## config.mk

```make
export PLATFORM = sky130hd
export DESIGN_NAME = pcmcs_core
export DESIGN_NICKNAME = d
export VERILOG_FILES = /design/src/rtl/pcmcs_pkg.sv /design/src/rtl/pcmcs_core.sv
export SDC_FILE = /design/constraint.sdc
export NUM_CORES = 1
export LEC_CHECK = 0
export ABC_AREA = 1
export BUFFER_PORTS_ARGS = -buffer_cell sky130_fd_sc_hd__buf_2
export CAP_MARGIN = 20
export CORE_MARGIN = 2
export CORE_UTILIZATION = 35
export CTS_CLUSTER_SIZE = 30
export DETAILED_ROUTE_END_ITERATION = 10
export PLACE_DENSITY = 0.6
export SLEW_MARGIN = 10
export SYNTH_ARGS = -nofsm -noshare
export SYNTH_HDL_FRONTEND = slang
export SYNTH_SLANG_ARGS = --single-unit
```

## constraint.sdc

```tcl
create_clock -name clk -period 11.1 [get_ports clk]
set_input_delay 0.555 -clock clk [delete_from_list [all_inputs] [get_ports clk]]
set_output_delay 0.555 -clock clk [all_outputs]
set_load 0.01 [all_outputs]
```

## src/rtl/pcmcs_pkg.sv

```systemverilog
// constants for the voice port clock, frame sync and frame format block
package pcmcs_pkg;
  // -----------------------------------------------------------------
  // register offsets (byte addresses)
  // -----------------------------------------------------------------
  localparam logic [3:0] PCMCS_OFF_PORT = 4'h0;
  localparam logic [3:0] PCMCS_OFF_DIV = 4'h4;
  localparam logic [3:0] PCMCS_OFF_AUX = 4'h8;
  // -----------------------------------------------------------------
  // reset values
  // -----------------------------------------------------------------
  localparam logic [31:0] PCMCS_PORT_RST = 32'h0080_0000;
  localparam logic [31:0] PCMCS_DIV_RST = 32'h0808_0177;
  localparam logic [2:0] PCMCS_GAIN_RST = 3'h0;
  // -----------------------------------------------------------------
  // port configuration fields
  // -----------------------------------------------------------------
  localparam int PCMCS_B_SLAVE = 1;
  localparam int PCMCS_B_SHORT = 2;
  localparam int PCMCS_B_SEXT = 4;
  localparam int PCMCS_B_LSB = 5;
  localparam int PCMCS_B_TRI = 6;
  localparam int PCMCS_B_TRI_RISE = 7;
  localparam int PCMCS_B_SUPPR = 8;
  localparam int PCMCS_B_ALT_LINE = 9;
  localparam int PCMCS_B_MUTE = 10;
  localparam int PCMCS_B_HIGH_RATE = 11;
  localparam int PCMCS_B_LONG_LEN = 12;
  localparam int PCMCS_F_RATE_LO = 21;
  localparam int PCMCS_F_FMT_LO = 27;
  localparam logic [1:0] PCMCS_RATE_128 = 2'h1;
  localparam logic [1:0] PCMCS_RATE_256 = 2'h0;
  localparam logic [1:0] PCMCS_RATE_512 = 2'h2;
  localparam logic [1:0] PCMCS_FMT_13 = 2'h0;
  localparam logic [1:0] PCMCS_FMT_16 = 2'h1;
  localparam logic [1:0] PCMCS_FMT_8 = 2'h2;
  localparam logic [1:0] PCMCS_FMT_8S = 2'h3;
  // divider configuration fields
  localparam int PCMCS_F_LIMIT_LO = 0;
  localparam int PCMCS_F_CRATE_LO = 16;
  localparam int PCMCS_F_SLIM_LO = 24;
  // -----------------------------------------------------------------
  // timing
  // -----------------------------------------------------------------
  localparam longint PCMCS_CLK_HZ = 20_000_000;
  localparam longint PCMCS_HR_MHZ = 48;
  localparam longint PCMCS_SYS_MHZ = PCMCS_CLK_HZ / 1_000_000;
  localparam longint PCMCS_FRAME_HZ = 8_000;
  localparam longint PCMCS_ACC_MOD_LO = 65536;
  // phase increment per clk for a given bit clock (two toggles per period)
  localparam longint PCMCS_INC_128 = (2 * 128_000 * PCMCS_ACC_MOD_LO + PCMCS_CLK_HZ / 2)
                                     / PCMCS_CLK_HZ;
  localparam longint PCMCS_INC_256 = (2 * 256_000 * PCMCS_ACC_MOD_LO + PCMCS_CLK_HZ / 2)
                                     / PCMCS_CLK_HZ;
  localparam longint PCMCS_INC_512 = (2 * 512_000 * PCMCS_ACC_MOD_LO + PCMCS_CLK_HZ / 2)
                                     / PCMCS_CLK_HZ;
  localparam logic [11:0] PCMCS_FLEN_128 = 12'(128_000 / PCMCS_FRAME_HZ);
  localparam logic [11:0] PCMCS_FLEN_256 = 12'(256_000 / PCMCS_FRAME_HZ);
  localparam logic [11:0] PCMCS_FLEN_512 = 12'(512_000 / PCMCS_FRAME_HZ);
  localparam logic [11:0] PCMCS_SYNC_SHORT_LEN = 12'h008;
  localparam logic [11:0] PCMCS_SYNC_LONG_LEN = 12'h010;
  localparam logic [11:0] PCMCS_FLEN_ZERO_LIMIT = 12'h800;
endpackage : pcmcs_pkg

```

## src/rtl/pcmcs_core.sv

```systemverilog
// voice port bit clock / frame sync generator with frame format and serial data path
//
// How it works
// - slow source gives 128/256/512k clock, 8k sync
// - bit 11 picks slow or fast source
// - bit 12 makes fast-source long sync 8 or 16
// - fast source clock equals rate/limit times 24M
// - fast source sync equals clock over 8*sync-limit
// - divider word: limit, rate, sync-limit fields
// - bit 1 selects master or slave clocking
// - bit 2: long rising or short falling start
// - 13-bit samples padded with gain, 8-bit padded low, or sign-extended
// - bit 5 selects MSB or LSB first
// - bit 6 floats output after active slot
// - bit 7 picks falling or rising float edge
// - bit 8 holds master sync low, clock runs
// - bit 10 forces serial output to zero
// - bits 22:21 select slow-source clock rate
// - bits 28:27 select sample and slot layout
// - active-slot field stored, otherwise ignored
// - port word resets to 0x00800000
//
// Decided for this implementation: the plain strobed port and the address map.
`timescale 1ns/1ps
module pcmcs_core
  import pcmcs_pkg::*;
(
  input wire logic clk,
  input wire logic srst,
  input wire logic [3:0] addr,
  input wire logic [31:0] wr_data,
  input wire logic wr_en,
  input wire logic rd_en,
  output logic [31:0] rd_data,
  input wire logic bclk_in,
  output logic bclk_out,
  output logic bclk_oe,
  input wire logic fsync_in,
  output logic fsync_out,
  output logic fsync_oe,
  input wire logic sdin,
  output logic sdout,
  output logic sdout_oe,
  input wire logic [15:0] tx_sample,
  output logic tx_taken,
  output logic [15:0] rx_sample,
  output logic rx_valid
);
  // -----------------------------------------------------------------
  // state
  // -----------------------------------------------------------------
  typedef struct packed {
    logic [31:0] port_cfg;
    logic [31:0] div_cfg;
    logic [2:0] gain;
    logic [31:0] rd_data;
    logic [17:0] acc;
    logic bclk;
    logic fsync;
    logic bclk_s1;
    logic bclk_s2;
    logic bclk_s3;
    logic fs_s1;
    logic fs_s2;
    logic fs_smp;
    logic fs_prev;
    logic din_s1;
    logic din_s2;
    logic [11:0] bit_cnt;
    logic [15:0] tx_word;
    logic [15:0] rx_word;
    logic [15:0] rx_sample;
    logic rx_valid;
    logic tx_taken;
    logic sdout;
    logic sdout_oe;
  } pcmcs_state_t;

  pcmcs_state_t st_reg;
  pcmcs_state_t st_next;

  // -----------------------------------------------------------------
  // helpers
  // -----------------------------------------------------------------
  // position in the slot word of the bit sent or taken at slot bit cnt
  function automatic logic [3:0] pcmcs_bit_pos(input logic [11:0] cnt,
                                               input logic [4:0] slot_len,
                                               input logic lsb_first);
    logic [4:0] pos;
    pos = lsb_first ? cnt[4:0] : 5'(slot_len - 5'h01 - cnt[4:0]);
    return pos[3:0];
  endfunction : pcmcs_bit_pos

  // internal samples are 16-bit left aligned; narrow formats use the top bits
  function automatic logic [15:0] pcmcs_fmt_tx(input logic [15:0] smp,
                                              input logic [1:0] fmt,
                                              input logic sext,
                                              input logic [2:0] gain);
    logic [15:0] w;
    w = smp;
    case (fmt)
      PCMCS_FMT_13: w = sext ? {{3{smp[15]}}, smp[15:3]} : {smp[15:3], gain};
      PCMCS_FMT_8: w = sext ? {{8{smp[15]}}, smp[15:8]} : {smp[15:8], 8'h00};
      PCMCS_FMT_8S: w = {8'h00, smp[15:8]};
      default: w = smp;
    endcase
    return w;
  endfunction : pcmcs_fmt_tx

  // -----------------------------------------------------------------
  // decoded configuration
  // -----------------------------------------------------------------
  logic slave;
  logic short_sync;
  logic high_rate;
  logic [1:0] rate_sel;
  logic [1:0] fmt;
  logic [12:0] dds_count_limit;
  logic [7:0] dds_count_rate;
  logic [7:0] sync_limit;
  logic [4:0] slot_len;
  logic [11:0] frame_len;
  logic [11:0] sync_len;
  logic [17:0] dds_inc;
  logic [17:0] dds_mod;

  always_comb begin
    slave = st_reg.port_cfg[PCMCS_B_SLAVE];
    short_sync = st_reg.port_cfg[PCMCS_B_SHORT];
    high_rate = st_reg.port_cfg[PCMCS_B_HIGH_RATE];
    rate_sel = st_reg.port_cfg[PCMCS_F_RATE_LO +: 2];
    fmt = st_reg.port_cfg[PCMCS_F_FMT_LO +: 2];
    dds_count_limit = st_reg.div_cfg[PCMCS_F_LIMIT_LO +: 13];
    dds_count_rate = st_reg.div_cfg[PCMCS_F_CRATE_LO +: 8];
    sync_limit = st_reg.div_cfg[PCMCS_F_SLIM_LO +: 8];
    slot_len = (fmt == PCMCS_FMT_8S) ? 5'h08 : 5'h10;
    sync_len = (high_rate && st_reg.port_cfg[PCMCS_B_LONG_LEN]) ?
               PCMCS_SYNC_LONG_LEN : PCMCS_SYNC_SHORT_LEN;
    if (high_rate) begin
      // fast-source phase step scaled from the 48 MHz domain onto clk
      dds_inc = 18'(dds_count_rate * PCMCS_HR_MHZ);
      dds_mod = 18'(dds_count_limit * PCMCS_SYS_MHZ);
      frame_len = (sync_limit == 8'h00) ? PCMCS_FLEN_ZERO_LIMIT :
                  {1'b0, sync_limit, 3'b000};
    end else begin
      dds_mod = 18'(PCMCS_ACC_MOD_LO);
      case (rate_sel)
        PCMCS_RATE_128: begin
          dds_inc = 18'(PCMCS_INC_128);
          frame_len = PCMCS_FLEN_128;
        end
        PCMCS_RATE_512: begin
          dds_inc = 18'(PCMCS_INC_512);
          frame_len = PCMCS_FLEN_512;
        end
        default: begin
          dds_inc = 18'(PCMCS_INC_256);
          frame_len = PCMCS_FLEN_256;
        end
      endcase
    end
  end

  // -----------------------------------------------------------------
  // next state
  // -----------------------------------------------------------------
  logic [18:0] dds_sum;
  logic toggle;
  logic rise;
  logic fall;
  logic start;
  logic [11:0] nb;
  logic [3:0] pos;
  logic [15:0] rxw;
  logic [15:0] txw;

  always_comb begin
    st_next = st_reg;
    dds_sum = '0;
    toggle = 1'b0;
    start = 1'b0;
    nb = st_reg.bit_cnt;
    pos = '0;
    rxw = st_reg.rx_word;
    txw = st_reg.tx_word;
    st_next.rx_valid = 1'b0;
    st_next.tx_taken = 1'b0;
    // link inputs come from another domain: two flops before any use
    st_next.bclk_s1 = bclk_in;
    st_next.bclk_s2 = st_reg.bclk_s1;
    st_next.bclk_s3 = st_reg.bclk_s2;
    st_next.fs_s1 = fsync_in;
    st_next.fs_s2 = st_reg.fs_s1;
    st_next.din_s1 = sdin;
    st_next.din_s2 = st_reg.din_s1;

    // register port
    if (wr_en) begin
      case (addr)
        PCMCS_OFF_PORT: st_next.port_cfg = wr_data;
        PCMCS_OFF_DIV: st_next.div_cfg = wr_data;
        PCMCS_OFF_AUX: st_next.gain = wr_data[2:0];
        default: ;
      endcase
    end
    st_next.rd_data = 32'h0000_0000;
    if (rd_en) begin
      case (addr)
        PCMCS_OFF_PORT: st_next.rd_data = st_reg.port_cfg;
        PCMCS_OFF_DIV: st_next.rd_data = st_reg.div_cfg;
        PCMCS_OFF_AUX: st_next.rd_data = {4'h0, st_reg.bit_cnt, 13'h0000, st_reg.gain};
        default: st_next.rd_data = 32'h0000_0000;
      endcase
    end

    // bit clock: own accumulator as master, sampled pin as slave
    if (slave) begin
      st_next.acc = '0;
      st_next.bclk = 1'b0;
      rise = st_reg.bclk_s2 & ~st_reg.bclk_s3;
      fall = ~st_reg.bclk_s2 & st_reg.bclk_s3;
    end else begin
      dds_sum = {1'b0, st_reg.acc} + {1'b0, dds_inc};
      if (dds_mod != 18'h00000 && dds_sum >= {1'b0, dds_mod}) begin
        st_next.acc = 18'(dds_sum - {1'b0, dds_mod});
        toggle = 1'b1;
      end else begin
        st_next.acc = dds_sum[17:0];
      end
      if (toggle) begin
        st_next.bclk = ~st_reg.bclk;
      end
      rise = toggle & ~st_reg.bclk;
      fall = toggle & st_reg.bclk;
    end

    // falling edge: slave samples sync, both roles take receive data
    if (fall) begin
      st_next.fs_smp = st_reg.fs_s2;
      st_next.fs_prev = st_reg.fs_smp;
      if (st_reg.bit_cnt < 12'(slot_len)) begin
        pos = pcmcs_bit_pos(st_reg.bit_cnt, slot_len,
                            st_reg.port_cfg[PCMCS_B_LSB]);
        rxw[pos] = st_reg.din_s2;
        st_next.rx_word = rxw;
        if (st_reg.bit_cnt == 12'(slot_len - 5'h01)) begin
          st_next.rx_sample = rxw;
          st_next.rx_valid = 1'b1;
          // float right after the falling edge of the last slot bit
          if (st_reg.port_cfg[PCMCS_B_TRI] && !st_reg.port_cfg[PCMCS_B_TRI_RISE] &&
              frame_len > 12'(slot_len)) begin
            st_next.sdout_oe = 1'b0;
          end
        end
      end
    end

    // rising edge: advance the bit position, drive sync and data
    if (rise) begin
      if (slave) begin
        if (short_sync) begin
          start = ~st_reg.fs_smp & st_reg.fs_prev;
        end else begin
          start = st_reg.fs_smp & ~st_reg.fs_prev;
        end
        if (start) begin
          nb = 12'h000;
          st_next.fs_prev = st_reg.fs_smp;
        end else if (st_reg.bit_cnt != 12'hFFF) begin
          nb = st_reg.bit_cnt + 12'h001;
        end
      end else begin
        nb = (st_reg.bit_cnt + 12'h001 >= frame_len) ? 12'h000 : st_reg.bit_cnt + 12'h001;
        start = (nb == 12'h000);
        if (short_sync) begin
          st_next.fsync = (nb == frame_len - 12'h001);
        end else begin
          st_next.fsync = (nb == 12'h000) | (st_reg.fsync & (nb < sync_len));
        end
      end
      st_next.bit_cnt = nb;
      if (start) begin
        txw = pcmcs_fmt_tx(tx_sample, fmt, st_reg.port_cfg[PCMCS_B_SEXT], st_reg.gain);
        st_next.tx_word = txw;
        st_next.tx_taken = 1'b1;
        st_next.sdout_oe = 1'b1;
      end
      if (nb < 12'(slot_len)) begin
        pos = pcmcs_bit_pos(nb, slot_len, st_reg.port_cfg[PCMCS_B_LSB]);
        st_next.sdout = txw[pos];
      end else begin
        st_next.sdout = 1'b0;
        if (nb == 12'(slot_len) && st_reg.port_cfg[PCMCS_B_TRI] &&
            st_reg.port_cfg[PCMCS_B_TRI_RISE] && frame_len > 12'(slot_len)) begin
          st_next.sdout_oe = 1'b0;
        end
      end
    end

    if (slave || st_reg.port_cfg[PCMCS_B_SUPPR]) begin
      st_next.fsync = 1'b0;
    end
    if (st_next.port_cfg[PCMCS_B_SLAVE]) begin
      st_next.bclk = 1'b0;
    end
    if (!st_reg.port_cfg[PCMCS_B_TRI]) begin
      st_next.sdout_oe = 1'b1;
    end
    if (st_reg.port_cfg[PCMCS_B_MUTE]) begin
      st_next.sdout = 1'b0;
    end
  end

  // -----------------------------------------------------------------
  // state register
  // -----------------------------------------------------------------
  always_ff @(posedge clk) begin
    if (srst) begin
      st_reg <= '0;
      st_reg.port_cfg <= PCMCS_PORT_RST;
      st_reg.div_cfg <= PCMCS_DIV_RST;
      st_reg.gain <= PCMCS_GAIN_RST;
      st_reg.sdout_oe <= 1'b1;
    end else begin
      st_reg <= st_next;
    end
  end

  assign rd_data = st_reg.rd_data;
  assign bclk_out = st_reg.bclk;
  assign bclk_oe = ~st_reg.port_cfg[PCMCS_B_SLAVE];
  assign fsync_out = st_reg.fsync;
  assign fsync_oe = ~st_reg.port_cfg[PCMCS_B_SLAVE];
  assign sdout = st_reg.sdout;
  assign sdout_oe = st_reg.sdout_oe;
  assign tx_taken = st_reg.tx_taken;
  assign rx_sample = st_reg.rx_sample;
  assign rx_valid = st_reg.rx_valid;

  // -----------------------------------------------------------------
  // checks
  // -----------------------------------------------------------------
  AST_SLAVE_QUIET: assert property (@(posedge clk) disable iff (srst)
    st_reg.port_cfg[PCMCS_B_SLAVE] |-> !bclk_oe && !fsync_oe && !bclk_out)
    else $error("slave drives link clock or sync");
  AST_MASTER_DRIVES: assert property (@(posedge clk) disable iff (srst)
    !st_reg.port_cfg[PCMCS_B_SLAVE] |-> bclk_oe && fsync_oe)
    else $error("master not driving link clock or sync");
  AST_MUTE_ZERO: assert property (@(posedge clk) disable iff (srst)
    st_reg.port_cfg[PCMCS_B_MUTE] |=> !sdout)
    else $error("muted output not zero");
  AST_SYNC_SUPPR: assert property (@(posedge clk) disable iff (srst)
    st_reg.port_cfg[PCMCS_B_SUPPR] && $stable(st_reg.port_cfg) |=> !fsync_out)
    else $error("suppressed sync active");
  AST_DRIVE_CONT: assert property (@(posedge clk) disable iff (srst)
    !st_reg.port_cfg[PCMCS_B_TRI] |=> sdout_oe)
    else $error("output floated while continuous drive selected");
  AST_PORT_RESET: assert property (@(posedge clk)
    srst |=> st_reg.port_cfg == PCMCS_PORT_RST)
    else $error("port word reset value wrong");
  AST_DIV_WRITE: assert property (@(posedge clk) disable iff (srst)
    wr_en && addr == PCMCS_OFF_DIV |=> st_reg.div_cfg == $past(wr_data))
    else $error("divider word write lost");
  AST_LONG_START: assert property (@(posedge clk) disable iff (srst)
    $rose(fsync_out) && !st_reg.port_cfg[PCMCS_B_SHORT] && $stable(st_reg.port_cfg)
    |-> st_reg.bit_cnt == 12'h000)
    else $error("long sync rise not at frame start");
  AST_TRI_FALL: assert property (@(posedge clk) disable iff (srst)
    fall && st_reg.port_cfg[PCMCS_B_TRI] && !st_reg.port_cfg[PCMCS_B_TRI_RISE] &&
    st_reg.bit_cnt == 12'(slot_len - 5'h01) && frame_len > 12'(slot_len) |=> !sdout_oe)
    else $error("output not floated after last slot bit");
  AST_DDS_RANGE: assert property (@(posedge clk) disable iff (srst)
    !slave && dds_mod != 18'h00000 && dds_inc < dds_mod && st_reg.acc < dds_mod
    |=> st_reg.acc < $past(dds_mod))
    else $error("phase accumulator left its range");
endmodule : pcmcs_core

```

==> results.cfg, run 1 <==
[placed_design]
dp_worst_setup_slack_ns = 4.970
dp_hpwl_um = 28880
port_buffers = 114
place_congestion = 0.9035

[grt]
grt.total_usage_pct = 21.05
grt_max_degree = 115
grt_first_pass_wirelength_um = 60330
grt_pass1_vias = 11100
antenna_found_initial = 1
grt_remaining_overflow = 0

[sta]
fmax_mhz = 162.0
setup_violations = 0
relSlewSlack_pct = 26.70
finClkSkew_ns = 0.01536
slew_viol_final = 0
fin_setup_tns_ns = 0
fin_crit_sh_pct = 55.61
fin_ws_ns = 4.928
worstMarginPinSlew_ns = 1.100
hold_viol = 0
rsz0062_at_grt = no
timing.final.crit_period_ns = 6.172

[routing]
drc_errors = 0
vias = 11750
wl_per_cell_um = 16.66
drt_iter0_drc = 851
vias_per_cell = 5.119
dr.pass1.iters = 6
wl_um = 38230
ant_nets = 0

[floorplan]
dieWidth_um = 191.7
die_h_um = 191.7
io_pins = 115
start_util_pct = 35.62
core_um2 = 34630
die-area_um2 = 36760
rows = 68

[cells_and_area]
final_common_cell = nand2_1
n_antenna_cell = 0
largest_register_ffs = 106
area_growth_pct = 8.916
layout_common_cells = 323 x nand2_1, 259 x nor2_1, 192 x dfxtp_1, 176 x inv_1, 150 x o21ai_0
nNetsFinal = 1971
drive_above_1_share_pct = 11.96

[yosys]
syn-cell-area_um2 = 12340
ys_seq_area_share_pct = 31.16
synthCells = 1802
ys_warn_count = 0
synth_nets = 1946
synth_area_per_cell_um2 = 6.845
ys_ff_latch = 192
synth_cell_types = 54

[worst_setup_path]
cp-end-kind = flip-flop
ff2ff_setup_slack_ns = 4.93
crit_fanout = 12
cp.required_ns = 11.48
r2r-start = dds_count_rate[1]
critical_path_buf_inv_count = 3
start_kind = flip-flop
worst_path_largest_cell_delay_ns = 0.73
cp.arrival_ns = 6.56
cp-endpoint = rx_sample[5]
path_class = reg2reg
critPathLaunch = dds_count_rate[1]
reg2regPathDepth = 35
timing.rr.end = rx_sample[5]
cp.depth = 35
critPathMostFrequentCell = nand2_1
cpLargestDelayFamily = simple AND/OR/NAND/NOR gates
slowest_stage = nor2_1

[clock_network]
ctsRootBufferMaster = clkbuf_16
path_clk_slew_ns = 0.08
cts.sinks = 192
ctsHoldBuffers = 0
cts_resized = 0
cts_made_buffers = 17
insertion_delay_ns = 0.46
cts.path.max_buffers = 2
h-tree-depth = 4
cts_tree = yes
postCtsSetupRepairBufs = 0

[power_and_ir_drop]
power.density_nw_per_um2 = 242.8
leakage_nw = 6.391
power_mw = 3.262
ir_drop_mv = 0.1107

[status]
status = completed

[hold_path]
min-delay-path-class = in2reg

[flow_run]
maxCapViolCount = 0
## power breakdown
part	internal, mW	switching (mW)	leakage (nW)	total, mW
clock network	0.329	0.323	0.297	0.652
registers	0.782	0.0926	1.56	0.874
logic	0.574	1.16	4.53	1.74
total	1.69	1.58	6.39	3.26
## worst reg2reg max path, delay by kind of cell, from the launching register on
family,cells,cell delay (ns)
fa+ha+maj,4,1.20
compound gates,9,1.29
xor+xnor,1,0.18
simple gates,18,2.90
flops,1,0.37
buf+inv,3,0.18
## routing by layer
metal	vias to the layer above	GRT usage (%)	part of all wire, %	routed length [µm]
li1	5949	-	-	-
met4	0	8.402	3.4	1281
met1	5419	27.97	46	17460
met5	-	0	0	0
met3	58	3.673	5.4	2069
met2	321	33.77	46	17410
## cell type report
type	instances	area, µm²
inverters	192	720.7
clock inverters	14	166.4
well taps	455	569.3
clock buffers	18	439.2
repair buffers	123	638.1
fillers	3670	21190
flip-flops and latches	192	3844
multi-input cells	1301	7058
## stage by stage
| step | std cells | util [%] | cell area (µm²) | hold WS (ns) |
|---|---|---|---|---|
| 4_1_cts | 2295 | 38.80 | 13440 | 0.2826 |
| 5_1_grt | 2295 | 38.80 | 13440 | 0.3018 |
| 3_3_place_gp | 2263 | 37.05 | 12830 | 0.3976 |
| 6_report | 2295 | 38.80 | 13440 | 0.2984 |
| 2_1_floorplan | 1802 | - | 12340 | 0.3883 |
| 3_5_place_dp | 2263 | 37.05 | 12830 | 0.3994 |
## cell usage after synthesis (all sizes together)
cell type | number | area [µm²]
buf | 68 | 505.5
o21bai | 3 | 22.52
nor4 | 5 | 31.28
and2 | 2 | 12.51
nand2 | 347 | 1378
o21a | 11 | 82.58
a31oi | 15 | 93.84
fa | 4 | 80.08
nor4b | 1 | 8.760
o21ai | 166 | 834.6
xnor2 | 10 | 87.58
a21oi | 133 | 676.9
ha | 81 | 1013
a22oi | 3 | 22.52
nand4 | 20 | 125.1
dfxtp | 192 | 3844
clkinv | 4 | 15.01
nor2 | 269 | 1037
nand3b | 6 | 48.80
or2 | 3 | 18.77
inv | 188 | 705.7
o31ai | 1 | 7.510
o211ai | 11 | 97.60
a211oi | 5 | 37.54
o22ai | 6 | 43.79
nand3 | 120 | 650.6
xor2 | 43 | 376.6
nor3 | 15 | 80.08
a21o | 2 | 15.01
a221o | 1 | 10.01
o41ai | 1 | 8.760
clkbuf | 49 | 215.2
o221ai | 17 | 148.9
## worst min path at each step
stage | slack, ns | startpoint | endpoint | depth (start not counted)
5_1_grt | 0.30 | sdin | st_next[64] | 3
3_3_place_gp | 0.40 | st_next[64] | st_reg[64] | 2
4_1_cts | 0.28 | bclk_in | st_next[71] | 3
6_report | 0.30 | bclk_in | st_next[71] | 3
2_1_floorplan | 0.39 | st_next[71] | st_next[70] | 2
3_5_place_dp | 0.40 | st_next[64] | st_reg[64] | 2
## kinds of logic (layout without fill, tap and decap cells)
group | count (synthesis) | count (layout) | synth area share (%)
flops | 192 | 192 | 31.16
simple gates | 788 | 788 | 27.49
xor+xnor | 53 | 53 | 3.763
buf+inv | 309 | 347 | 11.68
fa+ha+maj | 85 | 85 | 8.865
compound gates | 375 | 375 | 17.04
Power figures use the tool's default switching activity.
==> run 2: changes to the inputs <==
--- a/config.mk
+++ b/config.mk
@@ -12,7 +12,7 @@
 export CORE_UTILIZATION = 35
 export CTS_CLUSTER_SIZE = 30
 export DETAILED_ROUTE_END_ITERATION = 10
-export PLACE_DENSITY = 0.6
+export PLACE_DENSITY = 0.62
 export SLEW_MARGIN = 10
 export SYNTH_ARGS = -nofsm -noshare
 export SYNTH_HDL_FRONTEND = slang
==> constraint.sdc (replaced) <==
create_clock -name clk -period 5 [get_ports clk]
set_input_delay 0.25 -clock clk [delete_from_list [all_inputs] [get_ports clk]]
set_output_delay 0.25 -clock clk [all_outputs]
set_load 0.01 [all_outputs]
==> run 2 against run 1 <==
Against the previous run:
- setup slack worse by 4.8 ns
- global-route usage fell by 0.093 points
- core utilization is 2.7 points higher
- cell count increased by 2.3%
- clock power up 120%
- combinational power grew to 2.5 times the previous value
- sequential power rose by 120%
- wire length increased by 0.90%
- clock skew up 0.0036 ns
- design area up 7.0%
==> results.cfg, run 2 (synthesis results as in run 1) <==
[sta]
worstMarginPinSlew_ns = 1.219
relSlewSlack_pct = 18.74
fmax_mhz = 205.8
rsz0062_at_grt = yes
setup_violations = 0
slew_viol_final = 0
finClkSkew_ns = 0.01900
timing.final.crit_period_ns = 4.858
hold_viol = 0
fin_crit_sh_pct = 97.17

[clock_network]
cts_made_buffers = 17
cts.sinks = 192
insertion_delay_ns = 0.45
ctsRootBufferMaster = clkbuf_16
path_clk_slew_ns = 0.08
cts_tree = yes
cts.path.max_buffers = 2
h-tree-depth = 4

[power_and_ir_drop]
power_mw = 7.776
ir_drop_mv = 0.2807
leakage_nw = 6.779
power.density_nw_per_um2 = 541.0

[cells_and_area]
largest_register_ffs = 106
layoutNonFillerInstCount = 2347
drive_above_1_share_pct = 18.83
nNetsFinal = 2022
layout_common_cells = 308 x nand2_1, 237 x nor2_1, 188 x dfxtp_1, 173 x inv_1, 128 x o21ai_0
area_growth_pct = 16.52
final_common_cell = nand2_1

[floorplan]
io_pins = 115
rows = 68
die-area_um2 = 36760
die_h_um = 191.7
dieWidth_um = 191.7
core_um2 = 34630
start_util_pct = 35.62

[worst_setup_path]
slowest_stage = dfxtp_4
cp-end-kind = flip-flop
path_class = reg2reg
cp.required_ns = 5.37
crit_fanout = 5
worst_path_largest_cell_delay_ns = 0.37
cp.arrival_ns = 5.23
start_kind = flip-flop

[placed_design]
place_congestion = 0.8972
port_buffers = 114
dp.cells = 2296
dp_hpwl_um = 28970

[grt]
antenna_found_initial = 1
grt.total_usage_pct = 20.95
grt_pass1_vias = 11150
grt_first_pass_wirelength_um = 60320
grt_max_degree = 115
grt_remaining_overflow = 0

[routing]
wl_met2_um = 17710
dr.pass1.iters = 8
drc_errors = 0
vias_per_cell = 5.114
wl_met1_um = 17850
wl_per_cell_um = 16.44
ant_nets = 0
wl_met3_um = 2012
vias = 12000
top_layer = met4
drt_iter0_drc = 883
wl_um = 38570

[status]
status = completed

[flow_run]
maxCapViolCount = 0

[hold_path]
min-delay-path-class = in2reg
==> run 2: metal layers <==
metal	track usage [%]	vias up
met5	0	-
li1	-	6035
met4	6.686	0
met1	28.54	5564
met2	34.09	353
met3	2.960	50
==> run 2: worst max-delay path, delay by kind of cell (launching register included) <==
kind	cells	cell delay [ns]
xor gates and xnor gates	1	0.16
adders and majority gates	3	0.82
DFF	1	0.37
and+or+nand+nor	18	1.93
buffers and inverters	4	0.43
AOI/OAI and AO/OA	8	1.04
==> run 2: path summary, 6_finish.rpt <==
| path | from | endpoint | slack, ns | depth (start not counted) |
|---|---|---|---|---|
| hold reg to reg | st_next[64] | st_reg[64] | 0.42 | 2 |
| hold / removal | fsync_in | st_next[68] | 0.02 | 3 |
| setup / recovery | dds_count_rate[2] | rx_sample[12] | 0.14 | 34 |
| setup reg to reg | dds_count_rate[2] | rx_sample[12] | 0.14 | 34 |
==> run 2: power by group <==
group	internal, mW	leakage [nW]	switching [mW]
Combinational	1.64	4.92	2.79
Sequential	1.73	1.56	0.172
Clock	0.695	0.300	0.745
==> run 2: cell type report <==
cell class                      count  area [µm²]
Sequential cell                   192        3854
Clock inverter                     15       205.2
Fill cell                        3603       20250
Inverter                          192       728.2
Tap cell                          455       569.3
Antenna cell                        1       2.502
Clock buffer                       17       425.4
Multi-Input combinational cell   1301        7411
Timing Repair Buffer              174        1179
==> run 2: per-stage QoR <==
step           area (µm²)  util (%)  setup TNS (ns)  worst slack (ns)  hold slack, ns
2_1_floorplan       12340         -               0            0.5233          0.3570
3_3_place_gp        13140     37.94               0           0.04840          0.3914
3_5_place_dp        13140     37.94          -1.093          -0.07369          0.3967
4_1_cts             13790     39.84               0         0.0003784        0.007676
5_1_grt             14370     41.50          -14.76           -0.2782         0.01154
6_report            14370     41.51               0            0.1416         0.01882
==> run 2: repair_timing <==
item	4_1_cts	5_1_grt
pin swaps	2	39
hold buffers	0	0
setup endpoints to repair	34	84
buffers inserted	1	13
cloned	0	4
gates resized for setup	6	130
==> run 3: changes to the inputs <==
--- a/config.mk
+++ b/config.mk
@@ -5,7 +5,6 @@
 export SDC_FILE = /design/constraint.sdc
 export NUM_CORES = 1
 export LEC_CHECK = 0
-export ABC_AREA = 1
 export BUFFER_PORTS_ARGS = -buffer_cell sky130_fd_sc_hd__buf_2
 export CAP_MARGIN = 20
 export CORE_MARGIN = 2
==> run 3 against run 2 <==
Against the previous run:
- critical path type unchanged
- wire length increased by 6.5%
- critical endpoint is now bclk_out
- sequential cell count is the same
- largest cell class unchanged
- synthesized area is 2.1% higher
- non-clock buffer count is 84 higher
- first-iteration DRC count grew 7.6%
- count of clock-buffer cells in the layout unchanged
- the flow now finishes with violations (negative setup slack)
- critical path depth is 10 lower
- cell count down 4.1%
- register-to-register slack lost 0.25 ns
==> results.cfg, run 3 <==
[grt]
grt_max_degree = 77
grt.total_usage_pct = 21.03
grt_first_pass_wirelength_um = 63130
antenna_found_initial = 0
grt_remaining_overflow = 0
grt_pass1_vias = 11240

[floorplan]
io_pins = 115
die-area_um2 = 37530
die_h_um = 193.7
start_util_pct = 35.51
core_um2 = 35480
rows = 69
dieWidth_um = 193.7

[worst_setup_path]
path_class = reg2reg
crit_fanout = 5
cp-end-kind = flip-flop
cp.arrival_ns = 5.48
start_kind = flip-flop
critical_path_buf_inv_count = 6
critPathMostFrequentCell = buf_4
path_cells = ha_4 -> inv_2 -> fa_2 -> a21oi_1 -> ha_2 -> or3_4 -> nand2b_4 -> o211a_1 -> o31ai_4 -> buf_4 -> a21oi_2 -> xor2_1 -> ha_1 -> nand4_1 -> or4_1 -> o31a_1 -> o211ai_4 -> buf_4 -> buf_6 -> nand2_2 -> buf_4 -> buf_4 -> xor2_1 -> nor3b_1
cpLargestDelayFamily = simple AND/OR/NAND/NOR gates
slowest_stage = fa_2
worst_path_largest_cell_delay_ns = 0.52
cp.required_ns = 5.37

[power_and_ir_drop]
power_switching_mw = 2.238
intPower_mw = 3.613
power_frac_clock_pct = 24.8
p_sw_share_pct = 38.25
ir_drop_mv = 0.2715
leakage_nw = 6.216
combPwrFrac_pct = 45.9
power.density_nw_per_um2 = 380.4
seq_power_share_pct = 29.2
power_mw = 5.852

[sta]
relSlewSlack_pct = 30.96
finClkSkew_ns = 0.01947
rsz0062_at_grt = yes
hold_viol = 0
fin_ws_ns = -0.1090
slew_viol_final = 0
fin_crit_sh_pct = 102.2
whs_ns = 0.03594
fin_setup_tns_ns = -1.948
setup_violations = 47
fmax_mhz = 195.7
timing.final.crit_period_ns = 5.109
worstMarginPinSlew_ns = 1.022

[cells_and_area]
layout_common_cells = 277 x nand2_1, 189 x dfxtp_1, 146 x a21oi_1, 140 x nor2_1, 119 x buf_4
final_common_cell = nand2_1
drive_above_1_share_pct = 23.20
layoutNonFillerInstCount = 2250
fin_util_pct = 43.35
area_growth_pct = 22.08
finish.instance_area_um2 = 15380
multiInputGateArea_um2 = 8237
fillCellCount = 3540
nNetsFinal = 1920
largest_register_ffs = 106
n_antenna_cell = 0
regArea_um2 = 3850

[yosys]
yosysMostFrequentCell = nand2_1
ys_warn_count = 0
synth_top_area_share_pct = 30.51
ys_top_cells_by_count = 291 x nand2_1, 192 x dfxtp_1, 164 x a21oi_1, 147 x nor2_1, 81 x ha_1
synth_top_flop_cell = dfxtp_1
synth_nets = 1786
synth_area_per_cell_um2 = 7.673
syn-cell-area_um2 = 12600
yosys.area.top_type = dfxtp_1
synth-edff-count = 0
async_flop_share_pct = 0
ys_seq_area_share_pct = 30.51
ys_ff_latch = 192
synth_cell_types = 83
synth_top_cells_by_area = dfxtp_1 31%, nand2_1 8.7%, ha_1 8.0%, a21oi_1 6.5%, nor2_1 4.4%
synthCells = 1642

[status]
status = finished with violations
failed_checks = negative setup slack

[routing]
drt_iter0_drc = 950
ant_nets = 0
wl_um = 41090
vias = 12130
wl_per_cell_um = 18.26
vias_per_cell = 5.390
drc_errors = 0
dr.pass1.iters = 6

[clock_network]
ctsRootBufferMaster = clkbuf_16
path_clk_slew_ns = 0.08
cts_tree = yes
insertion_delay_ns = 0.46
cts.path.max_buffers = 2
h-tree-depth = 4
cts.sinks = 192
cts_made_buffers = 17

[placed_design]
placedInstanceArea_um2 = 13890
port_buffers = 114
dp_hpwl_um = 29650
dp.cells = 2188
place_congestion = 0.9168
dp_worst_setup_slack_ns = -0.2654

[hold_path]
min-delay-path-class = in2reg

[flow_run]
maxCapViolCount = 0
[run 3: cell count changes after synthesis, moves of 28 or more]
cell	before	now
a21oi_1	130	164
a22oi_1	3	36
inv_1	177	56
mux2i_1	0	36
nand2_1	323	291
nand3_1	113	41
nor2_1	262	147
o21ai_0	150	44
xnor2_1	10	38
[run 3: timing repair]
| action | in CTS | in global routing |
|---|---|---|
| setup endpoints to repair | 84 | 84 |
| hold endpoints to repair | 3 | 0 |
| buffers inserted | 5 | 17 |
| hold buffers | 3 | 0 |
| pin swaps | 18 | 52 |
| resized for setup | 34 | 90 |
| gates cloned | 2 | 4 |
[run 3: final cells by class]
cell class | instances | share of cell area (%)
multi-input cells | 1249 | 53.55
repair buffers | 258 | 12.23
clock inverters | 15 | 1.253
inverters | 58 | 1.415
clock buffers | 17 | 2.766
flip-flops and latches | 192 | 25.03
well taps | 461 | 3.750
[run 3: metal layers]
layer	part of all wire [%]	track usage, %	wire, µm	vias up
met5	0	0	0	-
met4	1.4	5.457	574	0
li1	-	-	-	5967
met3	5.4	3.183	2205	22
met1	48	30.38	19810	5798
met2	45	32.57	18500	341
[run 3: power by group through the flow]
stage / Sequential [mW] / Combinational (mW) / Clock (mW)
3_5_place_dp: 1.74 / 2.29 / 0
2_1_floorplan: 1.71 / 1.56 / 0
4_1_cts: 1.70 / 2.40 / 1.49
6_report: 1.71 / 2.69 / 1.45
5_1_grt: 1.72 / 2.94 / 1.55
3_3_place_gp: 1.73 / 2.28 / 0
[run 3: worst paths after layout]
path | slack, ns | start | endpoint | depth (start not counted)
worst max-delay path | -0.11 | dds_count_rate[1] | bclk_out | 24
worst max register to register | -0.11 | dds_count_rate[1] | bclk_out | 24
worst min-delay path | 0.04 | wr_data[23] | st_reg[183] | 3
worst min register to register | 0.44 | st_next[68] | st_reg[68] | 1
[run 3: kinds of logic after synthesis]
logic type	after synthesis	synth area share [%]
AO/OA/AOI/OAI	428	22.12
XOR/XNOR	64	4.449
adder cells (fa/ha/maj)	85	8.679
buffers and inverters	201	7.994
flip-flops	192	30.51
multiplexers	44	3.595
AND/OR/NAND/NOR	628	22.66
[run 3: worst register-to-register path, delay by kind of cell, from the launching register on]
kind / cells / cell delay, ns
xor+xnor: 2 / 0.31
buf+inv: 6 / 0.77
compound gates: 6 / 1.13
flops: 1 / 0.39
simple gates: 6 / 1.27
fa+ha+maj: 4 / 1.17
